### src/inc/ipc_consts.svh
// Constants for the card configuration logic
`ifndef IPC_CONSTS_SVH
`define IPC_CONSTS_SVH
`define IPC_EE_STA0     6'h00
`define IPC_EE_STA2     6'h02
`define IPC_EE_CFGAB    6'h0e
`define IPC_EE_MODE     6'h0f
`define IPC_EE_VID0     6'h10
`define IPC_EE_VID1     6'h11
`define IPC_EE_SER0     6'h12
`define IPC_EE_SER1     6'h13
`define IPC_EE_CKSUM    6'h14
`define IPC_EE_RES0     6'h15
`define IPC_EE_RESN     6'h3f
`define IPC_MODE_JL     8'h4a
`define IPC_MODE_PNP    8'h50
`define IPC_KEY_LEN     6'h20
`define IPC_STD_SEED    8'h6a
`define IPC_VND_SEED    8'h39
`define IPC_CFGD_RST    8'h00
`define IPC_CSN_NONE    8'h00
`endif

### src/inc/ipc_pkg.sv
// Types for the card configuration logic
package ipc_pkg;
  typedef enum logic [1:0] {WAIT_KEY, SLEEP, ISOLATE, CONFIG} ipc_state_e;
  typedef enum logic [1:0] {MODE_AUTO, MODE_JL, MODE_PNP} ipc_mode_e;
endpackage : ipc_pkg

### src/hdl/ipc_key_match.sv
// Initiation key recogniser: 32 address-port writes of an LFSR run
`timescale 1ns/1ps
`default_nettype none
`include "ipc_consts.svh"
module ipc_key_match #(
  parameter logic [7:0] SEED = `IPC_STD_SEED
) (
  input  wire logic       clk,  // Device clock
  input  wire logic       rst,  // Sync reset
  input  wire logic       arm,  // Card is waiting for a key
  input  wire logic       wr,   // Address port write
  input  wire logic [7:0] data, // Written byte
  output logic            hit   // Full key seen, one cycle
);
  logic [7:0] lfsr_q, lfsr_d;
  logic [5:0] cnt_q, cnt_d;
  logic       hit_d;

  // --------------------------------------------------------------
  // Key sequencing
  // --------------------------------------------------------------
  // A wrong byte restarts the match, so any stray write resyncs
  always_comb
  begin
    lfsr_d = lfsr_q;
    cnt_d  = cnt_q;
    hit_d  = 1'b0;
    if (!arm)
    begin
      lfsr_d = SEED;
      cnt_d  = 6'h00;
    end
    else if (wr)
    begin
      if (data == lfsr_q)
      begin
        lfsr_d = {lfsr_q[1] ^ lfsr_q[0], lfsr_q[7:1]};
        cnt_d  = cnt_q + 6'h01;
        if (cnt_q == `IPC_KEY_LEN - 6'h01)
        begin
          hit_d  = 1'b1;
          lfsr_d = SEED;
          cnt_d  = 6'h00;
        end
      end
      // A stray byte that is itself the seed opens a fresh run, since
      // the other key's last byte may equal this seed
      else if (data == SEED)
      begin
        lfsr_d = {SEED[1] ^ SEED[0], SEED[7:1]};
        cnt_d  = 6'h01;
      end
      else
      begin
        lfsr_d = SEED;
        cnt_d  = 6'h00;
      end
    end
  end

  // Registers
  always_ff @(posedge clk)
  begin
    if (rst)
    begin
      lfsr_q <= SEED;
      cnt_q  <= 6'h00;
      hit    <= 1'b0;
    end
    else
    begin
      lfsr_q <= lfsr_d;
      cnt_q  <= cnt_d;
      hit    <= hit_d;
    end
  end
endmodule : ipc_key_match
`default_nettype wire

### src/hdl/ipc_ee_loader.sv
// EEPROM word fetcher: boot image after reset, then resource reads
`timescale 1ns/1ps
`default_nettype none
`include "ipc_consts.svh"
module ipc_ee_loader (
  input  wire logic        clk,       // Device clock
  input  wire logic        rst,       // Sync reset
  output logic             ee_req,    // Word request, level
  output logic [5:0]       ee_addr,   // Word address
  input  wire logic        ee_valid,  // Word returned, pulse
  input  wire logic [15:0] ee_data,   // Returned word
  output logic             w_valid,   // Boot word strobe
  output logic [5:0]       w_addr,    // Boot word address
  output logic [15:0]      w_data,    // Boot word data
  output logic             done,      // Boot image loaded
  input  wire logic        res_req,   // Resource read, pulse
  input  wire logic [5:0]  res_idx,   // Resource word index
  output logic             res_valid, // Resource word strobe
  output logic [15:0]      res_data   // Resource word
);
  logic        req_d, done_d, wv_d, rv_d;
  logic [5:0]  addr_d, wa_d;
  logic [15:0] wd_d, rd_d;
  logic [6:0]  ra;

  // --------------------------------------------------------------
  // Fetch sequencing
  // --------------------------------------------------------------
  // Words 03h-0dh hold nothing this block needs, so they are skipped
  always_comb
  begin
    ra     = {1'b0, `IPC_EE_RES0} + {1'b0, res_idx};
    req_d  = ee_req;
    addr_d = ee_addr;
    done_d = done;
    wv_d   = 1'b0;
    wa_d   = w_addr;
    wd_d   = w_data;
    rv_d   = 1'b0;
    rd_d   = res_data;
    if (ee_req && ee_valid)
    begin
      if (!done)
      begin
        wv_d = 1'b1;
        wa_d = ee_addr;
        wd_d = ee_data;
        if (ee_addr == `IPC_EE_CKSUM)
        begin
          req_d  = 1'b0;
          done_d = 1'b1;
        end
        else if (ee_addr == `IPC_EE_STA2)
          addr_d = `IPC_EE_CFGAB;
        else
          addr_d = ee_addr + 6'h01;
      end
      else
      begin
        req_d = 1'b0;
        rv_d  = 1'b1;
        rd_d  = ee_data;
      end
    end
    else if (done && !ee_req && res_req)
    begin
      // Reads past the last resource word stick at the last word
      req_d  = 1'b1;
      addr_d = (ra > {1'b0, `IPC_EE_RESN}) ? `IPC_EE_RESN : ra[5:0];
    end
  end

  // Registers
  always_ff @(posedge clk)
  begin
    if (rst)
    begin
      ee_req    <= 1'b1;
      ee_addr   <= `IPC_EE_STA0;
      done      <= 1'b0;
      w_valid   <= 1'b0;
      w_addr    <= `IPC_EE_STA0;
      w_data    <= 16'h0000;
      res_valid <= 1'b0;
      res_data  <= 16'h0000;
    end
    else
    begin
      ee_req    <= req_d;
      ee_addr   <= addr_d;
      done      <= done_d;
      w_valid   <= wv_d;
      w_addr    <= wa_d;
      w_data    <= wd_d;
      res_valid <= rv_d;
      res_data  <= rd_d;
    end
  end
endmodule : ipc_ee_loader
`default_nettype wire

### src/hdl/ipc_card_cfg.sv
// Card-side plug and play state machine, keys, modes and config bytes
//
// What this block does
// [RL1] Four card states: wait, sleep, isolate, config
// [RL2] Reset drive: wait for key, number zero
// [RL3] Wait-for-key command returns to wait state
// [RL4] Both number resets clear it, keep state
// [RL5] Mode byte 4a jumperless, 50 pnp, else auto
// [RL6] Mode latched only at hardware reset
// [RL7] Auto mode: jumperless unless software configures
// [RL8] Jumperless ignores standard software configuration
// [RL9] Pnp mode starts disabled until host programs
// [RL10] Commands accepted only after full 32-write key
// [RL11] Standard key all cards, vendor key ours
// [RL12] Vendor id, serial, checksum from words 10h-14h
// [RL13] Resource data from words 15h to 3fh
// [RL14] Vendor key any mode, standard pnp and auto only
// [RL15] Software writes update config bytes until reset
// [RL16] Station address and config bytes after reset
// [RL17] Isolation and numbering per published protocol
`timescale 1ns/1ps
`default_nettype none
`include "ipc_consts.svh"
module ipc_card_cfg (
  input  wire logic        REF_CLK,     // 125 MHz device clock
  input  wire logic        RST,         // Bus reset drive, active high
  input  wire logic        ADDR_WR,     // Address port write strobe
  input  wire logic [7:0]  ADDR_DATA,   // Address port byte
  input  wire logic        CMD_WAIT_KEY, // Wait-for-key command
  input  wire logic        CMD_RST_STD, // Standard number reset
  input  wire logic        CMD_RST_VND, // Vendor number reset
  input  wire logic        CMD_WAKE,    // Wake command
  input  wire logic        CMD_SET_CSN, // Set number command
  input  wire logic [7:0]  CMD_DATA,    // Command argument
  input  wire logic        ISO_LOST,    // Lost isolation compare
  input  wire logic        CFG_WR,      // Config byte write
  input  wire logic [1:0]  CFG_IDX,     // Config byte A..D
  input  wire logic [7:0]  CFG_DATA,    // Config byte value
  input  wire logic        ACT_WR,      // Activate write
  input  wire logic        ACT_DATA,    // Activate value
  input  wire logic        RES_REQ,     // Resource word read
  input  wire logic [5:0]  RES_IDX,     // Resource word index
  output logic             RES_VALID,   // Resource word strobe
  output logic [15:0]      RES_DATA,    // Resource word
  output logic             EE_REQ,      // EEPROM word request
  output logic [5:0]       EE_ADDR,     // EEPROM word address
  input  wire logic        EE_VALID,    // EEPROM word ready
  input  wire logic [15:0] EE_DATA,     // EEPROM word
  output logic [1:0]       STATE,       // Card state
  output logic [7:0]       CSN,         // Card select number
  output logic [1:0]       MODE,        // Operation mode
  output logic             LOAD_DONE,   // Boot image loaded
  output logic             CFG_ACTIVE,  // Resources usable
  output logic             HOST_CFG,    // Software configured card
  output logic [7:0]       CFG_A,       // Config byte A
  output logic [7:0]       CFG_B,       // Config byte B
  output logic [7:0]       CFG_C,       // Config byte C
  output logic [7:0]       CFG_D,       // Config byte D
  output logic [47:0]      STATION_ADDR, // Station address
  output logic [31:0]      VENDOR_ID,   // Vendor identifier
  output logic [31:0]      SERIAL_NUM,  // Serial number
  output logic [7:0]       RES_CKSUM    // Resource checksum
);
  ipc_pkg::ipc_state_e state_q, state_d;
  ipc_pkg::ipc_mode_e  mode_q, mode_d;
  logic [7:0]  csn_q, csn_d;
  logic        act_q, act_d;
  logic        hcfg_q, hcfg_d;
  logic        vwake_q, vwake_d;
  logic [7:0]  cfg_q [4];
  logic [7:0]  cfg_d [4];
  logic [47:0] sta_q, sta_d;
  logic [31:0] vid_q, vid_d;
  logic [31:0] ser_q, ser_d;
  logic [7:0]  ck_q, ck_d;
  logic        std_hit, vnd_hit, armed;
  logic        w_valid, ld_done;
  logic [5:0]  w_addr;
  logic [15:0] w_data;
  logic        std_ok, cfg_ok, cmd_ok;

  // --------------------------------------------------------------
  // Key recognisers and EEPROM fetcher
  // --------------------------------------------------------------
  // Keys are only listened for once the mode is known
  assign armed = (state_q == ipc_pkg::WAIT_KEY) && ld_done;

  ipc_key_match #(.SEED(`IPC_STD_SEED)) u_std_key (
    .clk  (REF_CLK),
    .rst  (RST),
    .arm  (armed),
    .wr   (ADDR_WR),
    .data (ADDR_DATA),
    .hit  (std_hit)
  );

  // Vendor key uses its own seed so only this family wakes
  ipc_key_match #(.SEED(`IPC_VND_SEED)) u_vnd_key (
    .clk  (REF_CLK),
    .rst  (RST),
    .arm  (armed),
    .wr   (ADDR_WR),
    .data (ADDR_DATA),
    .hit  (vnd_hit)
  );

  ipc_ee_loader u_ee (
    .clk       (REF_CLK),
    .rst       (RST),
    .ee_req    (EE_REQ),
    .ee_addr   (EE_ADDR),
    .ee_valid  (EE_VALID),
    .ee_data   (EE_DATA),
    .w_valid   (w_valid),
    .w_addr    (w_addr),
    .w_data    (w_data),
    .done      (ld_done),
    .res_req   (RES_REQ),      // RL13
    .res_idx   (RES_IDX),
    .res_valid (RES_VALID),
    .res_data  (RES_DATA)
  );

  // --------------------------------------------------------------
  // Permissions
  // --------------------------------------------------------------
  assign std_ok = (mode_q != ipc_pkg::MODE_JL);                 // RL14
  assign cfg_ok = vwake_q || (mode_q != ipc_pkg::MODE_JL);      // RL8
  assign cmd_ok = (state_q != ipc_pkg::WAIT_KEY);               // RL10

  // --------------------------------------------------------------
  // Next state
  // --------------------------------------------------------------
  // Wait-for-key wins the next state in the same cycle; number and config writes still land
  always_comb
  begin
    state_d = state_q;
    mode_d  = mode_q;
    csn_d   = csn_q;
    act_d   = act_q;
    hcfg_d  = hcfg_q;
    vwake_d = vwake_q;
    cfg_d   = cfg_q;
    sta_d   = sta_q;
    vid_d   = vid_q;
    ser_d   = ser_q;
    ck_d    = ck_q;
    // Boot words land only in the run that follows a reset
    if (w_valid)
    begin
      case (w_addr)
        `IPC_EE_STA0:  sta_d[15:0]  = w_data;                   // RL16
        `IPC_EE_STA0 + 6'h01: sta_d[31:16] = w_data;            // RL16
        `IPC_EE_STA2:  sta_d[47:32] = w_data;                   // RL16
        `IPC_EE_CFGAB:
        begin
          cfg_d[0] = w_data[7:0];                               // RL16
          cfg_d[1] = w_data[15:8];
        end
        `IPC_EE_MODE:
        begin
          cfg_d[2] = w_data[7:0];                               // RL16
          if (w_data[15:8] == `IPC_MODE_JL)                     // RL5
            mode_d = ipc_pkg::MODE_JL;
          else if (w_data[15:8] == `IPC_MODE_PNP)
            mode_d = ipc_pkg::MODE_PNP;
          else
            mode_d = ipc_pkg::MODE_AUTO;
          // Pnp starts disabled; others run from EEPROM at once
          act_d = (w_data[15:8] != `IPC_MODE_PNP);              // RL9 RL7
        end
        `IPC_EE_VID0:  vid_d[15:0]  = w_data;                   // RL12
        `IPC_EE_VID1:  vid_d[31:16] = w_data;                   // RL12
        `IPC_EE_SER0:  ser_d[15:0]  = w_data;                   // RL12
        `IPC_EE_SER1:  ser_d[31:16] = w_data;                   // RL12
        `IPC_EE_CKSUM: ck_d = w_data[7:0];                      // RL12
        default: ;
      endcase
    end
    case (state_q)
      ipc_pkg::WAIT_KEY:
      begin
        if (vnd_hit)                                            // RL11
        begin
          state_d = ipc_pkg::SLEEP;
          vwake_d = 1'b1;
        end
        else if (std_hit && std_ok)                             // RL11
        begin
          state_d = ipc_pkg::SLEEP;
          vwake_d = 1'b0;
        end
      end
      ipc_pkg::SLEEP, ipc_pkg::ISOLATE, ipc_pkg::CONFIG:
      begin
        if (CMD_WAKE)                                           // RL17
        begin
          if (CMD_DATA == `IPC_CSN_NONE && csn_q == `IPC_CSN_NONE)
            state_d = ipc_pkg::ISOLATE;
          else if (CMD_DATA == csn_q)
            state_d = ipc_pkg::CONFIG;
          else
            state_d = ipc_pkg::SLEEP;
        end
        else if (state_q == ipc_pkg::ISOLATE && CMD_SET_CSN)    // RL17
        begin
          csn_d   = CMD_DATA;
          state_d = ipc_pkg::CONFIG;
        end
        else if (state_q == ipc_pkg::ISOLATE && ISO_LOST)       // RL17
          state_d = ipc_pkg::SLEEP;
        else if (state_q == ipc_pkg::CONFIG)
        begin
          if (CFG_WR && cfg_ok)                                 // RL15
          begin
            cfg_d[CFG_IDX] = CFG_DATA;
            hcfg_d = 1'b1;                                      // RL7
          end
          if (ACT_WR && cfg_ok)                                 // RL9
          begin
            act_d  = ACT_DATA;
            hcfg_d = 1'b1;
          end
        end
        if (CMD_RST_STD || CMD_RST_VND)                         // RL4
          csn_d = `IPC_CSN_NONE;
        if (CMD_WAIT_KEY)                                       // RL3
          state_d = ipc_pkg::WAIT_KEY;
      end
      default: state_d = ipc_pkg::WAIT_KEY;
    endcase
  end

  // --------------------------------------------------------------
  // Registers
  // --------------------------------------------------------------
  // Reset restores EEPROM values; software settings are lost here
  always_ff @(posedge REF_CLK)
  begin
    if (RST)                                                    // RL2
    begin
      state_q <= ipc_pkg::WAIT_KEY;
      mode_q  <= ipc_pkg::MODE_JL;
      csn_q   <= `IPC_CSN_NONE;
      act_q   <= 1'b0;
      hcfg_q  <= 1'b0;
      vwake_q <= 1'b0;
      cfg_q   <= '{8'h00, 8'h00, 8'h00, `IPC_CFGD_RST};
      sta_q   <= 48'h000000000000;
      vid_q   <= 32'h00000000;
      ser_q   <= 32'h00000000;
      ck_q    <= 8'h00;
    end
    else
    begin
      state_q <= state_d;                                       // RL1
      mode_q  <= mode_d;                                        // RL6
      csn_q   <= csn_d;
      act_q   <= act_d;
      hcfg_q  <= hcfg_d;
      vwake_q <= vwake_d;
      cfg_q   <= cfg_d;
      sta_q   <= sta_d;
      vid_q   <= vid_d;
      ser_q   <= ser_d;
      ck_q    <= ck_d;
    end
  end

  assign STATE        = state_q;
  assign CSN          = csn_q;
  assign MODE         = mode_q;
  assign LOAD_DONE    = ld_done;
  assign CFG_ACTIVE   = act_q;
  assign HOST_CFG     = hcfg_q;
  assign CFG_A        = cfg_q[0];
  assign CFG_B        = cfg_q[1];
  assign CFG_C        = cfg_q[2];
  assign CFG_D        = cfg_q[3];
  assign STATION_ADDR = sta_q;
  assign VENDOR_ID    = vid_q;
  assign SERIAL_NUM   = ser_q;
  assign RES_CKSUM    = ck_q;

  // --------------------------------------------------------------
  // Checks
  // --------------------------------------------------------------
  a_state_legal: assert property (@(posedge REF_CLK) disable iff (RST) // RL1
    state_q inside {ipc_pkg::WAIT_KEY, ipc_pkg::SLEEP,
                    ipc_pkg::ISOLATE, ipc_pkg::CONFIG})
    else $error("Card state left the four legal states");

  a_reset_wait: assert property (@(posedge REF_CLK) // RL2
    RST |=> state_q == ipc_pkg::WAIT_KEY && csn_q == `IPC_CSN_NONE)
    else $error("Reset did not give wait state and number zero");

  a_wait_cmd: assert property (@(posedge REF_CLK) disable iff (RST) // RL3
    cmd_ok && CMD_WAIT_KEY |=> state_q == ipc_pkg::WAIT_KEY)
    else $error("Wait-for-key command ignored");

  a_csn_clear: assert property (@(posedge REF_CLK) disable iff (RST) // RL4
    cmd_ok && (CMD_RST_STD || CMD_RST_VND) && !CMD_WAKE && !CMD_SET_CSN
    && !CMD_WAIT_KEY && !ISO_LOST
    |=> csn_q == `IPC_CSN_NONE && $stable(state_q))
    else $error("Number reset wrong or changed state");

  a_mode_decode: assert property (@(posedge REF_CLK) disable iff (RST) // RL5
    w_valid && w_addr == `IPC_EE_MODE && w_data[15:8] == `IPC_MODE_PNP
    |=> mode_q == ipc_pkg::MODE_PNP)
    else $error("Mode byte decoded wrong");

  a_mode_hold: assert property (@(posedge REF_CLK) disable iff (RST) // RL6
    ld_done |=> $stable(mode_q))
    else $error("Mode changed without a reset");

  a_jl_ignore: assert property (@(posedge REF_CLK) disable iff (RST) // RL8
    CFG_WR && mode_q == ipc_pkg::MODE_JL && !vwake_q |=> $stable(cfg_q[0])
    && $stable(cfg_q[1]) && $stable(cfg_q[3]))
    else $error("Jumperless card took standard configuration");

  a_pnp_off: assert property (@(posedge REF_CLK) disable iff (RST) // RL9
    $rose(ld_done) && mode_q == ipc_pkg::MODE_PNP |-> !act_q)
    else $error("Pnp card came up enabled");

  a_key_gate: assert property (@(posedge REF_CLK) disable iff (RST) // RL10
    state_q == ipc_pkg::WAIT_KEY && !std_hit && !vnd_hit
    |=> state_q == ipc_pkg::WAIT_KEY)
    else $error("Left wait state without a full key");

  a_std_block: assert property (@(posedge REF_CLK) disable iff (RST) // RL14
    armed && std_hit && !vnd_hit && mode_q == ipc_pkg::MODE_JL
    |=> state_q == ipc_pkg::WAIT_KEY)
    else $error("Standard key woke a jumperless card");
endmodule : ipc_card_cfg
`default_nettype wire

### config.mk
export PLATFORM = sky130hd
export DESIGN_NAME = ipc_card_cfg
export DESIGN_NICKNAME = d
export VERILOG_FILES = /design/src/inc/ipc_pkg.sv /design/src/hdl/ipc_key_match.sv /design/src/hdl/ipc_ee_loader.sv /design/src/hdl/ipc_card_cfg.sv
export VERILOG_INCLUDE_DIRS = /design/src /design/src/inc
export SDC_FILE = /design/constraint.sdc
export NUM_CORES = 1
export LEC_CHECK = 0
export BUFFER_PORTS_ARGS = -buffer_cell sky130_fd_sc_hd__buf_2
export CORE_MARGIN = 2
export CORE_UTILIZATION = 51
export DETAILED_ROUTE_END_ITERATION = 10
export PLACE_DENSITY = 0.76
export SYNTH_ARGS = -nofsm -noshare
export SYNTH_HDL_FRONTEND = slang
export SYNTH_SLANG_ARGS = --single-unit
### constraint.sdc
create_clock -name REF_CLK -period 2.3 [get_ports REF_CLK]
set_clock_uncertainty 0.1 [all_clocks]
set_input_delay 0.345 -clock REF_CLK [delete_from_list [all_inputs] [get_ports REF_CLK]]
set_output_delay 0.345 -clock REF_CLK [all_outputs]
set_load 0.02 [all_outputs]
==> flow_summary.json <==
{
  "status": "finished clean",
  "finalHoldViolations": 0,
  "post_cts_buffers": 0,
  "critPathCaptureType": "register",
  "crit_start": "STATE[0]",
  "vias_per_cell": 5.46,
  "worstSkewPairLatency_ns": 0.52,
  "p_leak_nw": 5.54,
  "ir_worst_vdd_v": 0.000477,
  "track_usage_pct": 26.9,
  "wl_mm": 29.4,
  "timing_worst_slew_pin_value_ns": 1.05,
  "seq_area_frac_synth_pct": 48.7,
  "grt_max_degree": 206,
  "required_ns": 2.61,
  "synth_area_leader_cell": "dfxtp_1",
  "postRouteAntennaNets": 0,
  "die_area_um2": 20900,
  "ys_seq_elements": 245,
  "n_antenna_cell": 0,
  "grt_pass1_wl_mm": 44.8,
  "htreeDepth": 1,
  "ios": 253,
  "numCtsBuffers": 25,
  "holdCritPathClass": "primary input to register",
  "fillers": 1685,
  "drive_above_1_share_pct": 24.4,
  "cts_tree": "done",
  "synth-async-reset-ratio_pct": 0,
  "dp_hpwl_mm": 19.6,
  "period_minus_slack_ns": 2.08,
  "synthCells": 1175,
  "worstSetupPathType": "register to register",
  "synth-main-ff-cell": "dfxtp_1",
  "path_max_fanout": 10,
  "die_h_um": 145,
  "clock.fmax_mhz": 481,
  "syn_area_um2": 10100,
  "port_buffers": 252,
  "cap_viol_max_count": 0,
  "synth_edf_count": 0,
  "yosysTopAreaCellShare_pct": 48.7,
  "num_rows": 51,
  "final_area_um2": 12600,
  "worstReg2RegStart": "STATE[0]",
  "setup_viol": 0,
  "nets": 1487,
  "die_w_um": 145,
  "wl_per_cell_um": 17.3,
  "drtIter0Drc": 641,
  "initial_core_util_pct": 51.9,
  "synth_area_leaders": "dfxtp_1 (49%), mux2i_1 (8.8%), nand2_1 (8.3%)",
  "syn2layout_area_growth_pct": 24.6,
  "grt-ovfl-total": 0,
  "cts_root_buf": "clkbuf_16",
  "drtPass1Iterations": 7,
  "grt_pass1_vias": 8441,
  "routabilityCongestion": 0.843,
  "place_area_um2": 11600,
  "rsz0062_at_grt": "no",
  "period_share_pct": 90.3,
  "max_slew_margin_pct": 30.2,
  "antenna_found_initial": 0,
  "p_per_area_nw_per_um2": 688,
  "clkSinkCount": 245,
  "vias": 9280,
  "syn_nets": 1244,
  "min_from": "CMD_DATA[2]",
  "worstPathArrival_ns": 2.39,
  "synth.distinct_cells": 61,
  "ys_warn_count": 0,
  "drv_slew": 0,
  "finalSetupTns_ns": 0,
  "cts.clk_slew.worst_paths_ns": 0.06,
  "core_um2": 19400,
  "cts_buffer_depth": 3,
  "start_kind": "register",
  "synth.avg_cell_area_um2": 8.57,
  "drc": 0
}
-- cell usage in the layout, fill, tap and decap left out, types with 9 or more instances in the layout --
cell / n
dfxtp_1: 245
nor2_1: 116
buf_2: 251
a211oi_1: 23
dlygate4sd3_1: 20
nand2_1: 223
nor3_1: 9
a21oi_1: 131
o21ai_0: 15
nor4_1: 16
mux2i_1: 89
inv_1: 13
xnor2_1: 10
clkbuf_16: 25
nand3_1: 57
buf_4: 32
xor2_1: 19
-- routing by layer --
metal,track usage (%),routed length [um],vias up
met1,34.7,12300,4323
met2,44.0,13600,362
met5,0,0,-
li1,-,-,4527
met3,6.26,2510,68
met4,10.4,970,0
-- worst max-delay path, stage by stage, from the launching register on --
cell and delay [ns]:
dfxtp_1 0.53, nor2_1 0.10, buf_4 0.17, or2_2 0.38, nand2_1 0.10, a21oi_1 0.06
dlygate4sd3_1 0.54
-- flip-flops by register name, indices dropped and copies added (netlist names), 6 cells and up, named ones only --
register	flops
STATION_ADDR	48
RES_CKSUM	8
u_ee.w_data	16
u_std_key.cnt_q	6
u_ee.ee_addr	6
u_vnd_key.cnt_q	6
CSN	8
VENDOR_ID	32
CFG_B	8
CFG_A	8
u_std_key.lfsr_q	8
u_ee.res_data	16
CFG_C	8
u_vnd_key.lfsr_q	8
u_ee.w_addr	6
SERIAL_NUM	32
-- path summary, 6_finish.rpt --
| check | end | slack (ns) | depth (start not counted) |
|---|---|---|---|
| setup / recovery | CSN[4] | 0.22 | 6 |
| hold / removal | CSN[2] | 0.02 | 3 |
| setup reg to reg | CSN[4] | 0.22 | 6 |
| hold reg to reg | STATION_ADDR[1] | 0.35 | 2 |
-- stage by stage --
stage	hold slack (ns)	utilization [%]	cells	setup slack [ns]	power, W
6_report	0.0196	64.7	1701	0.222	0.00864
3_3_place_gp	0.338	59.7	1636	0.401	0.00489
4_1_cts	0.00620	64.7	1701	0.169	0.00868
2_1_floorplan	0.353	-	1175	0.324	0.00467
5_1_grt	0.0304	64.7	1701	0.140	0.00892
3_5_place_dp	0.343	59.7	1636	0.300	0.00489
-- synth_stat cells (all sizes together), types with 10 or more instances --
cell and instances:
a211oi 29, a21oi 131, buf 11, clkbuf 78, dfxtp 245, inv 13, mux2i 89, nand2 225
nand3 57, nor2 117, nor3 13, nor4 17, o21ai 15, xnor2 10, xor2 19
-- cell families (layout without fill, tap and decap cells) --
| logic type | count (synthesis) | in the layout | share of synthesized area [%] |
|---|---|---|---|
| xor gates and xnor gates | 29 | 29 | 2.52 |
| and+or+nand+nor | 492 | 492 | 22.2 |
| DFF | 245 | 245 | 48.7 |
| AOI/OAI and AO/OA | 210 | 210 | 12.7 |
| adders and majority gates | 7 | 7 | 0.869 |
| muxes | 90 | 90 | 8.96 |
| buffers and inverters | 102 | 363 | 4.09 |
-- timing repair --
item                       in CTS  in global routing
gates resized for setup         0                  1
hold endpoints to repair       42                  0
setup endpoints to repair       0                  1
hold buffers                   20                  0
-- where the power goes --
group	leakage (nW)	internal [W]	switching (W)
Sequential	1.98	0.00428	0.0000763
Clock	0.378	0.00217	0.00163
Combinational	3.19	0.000170	0.000311
Total	5.54	0.00662	0.00202
-- final cells by class --
type	instances	area (um^2)	area share [%]
multi-input cells	828	4770	38.0
repair buffers	305	1730	13.8
well taps	265	332	2.64
clock buffers	38	724	5.77
inverters	13	48.8	0.389
clock inverters	7	45.0	0.359
flip-flops and latches	245	4900	39.1
(Power assumes the default switching activity.)
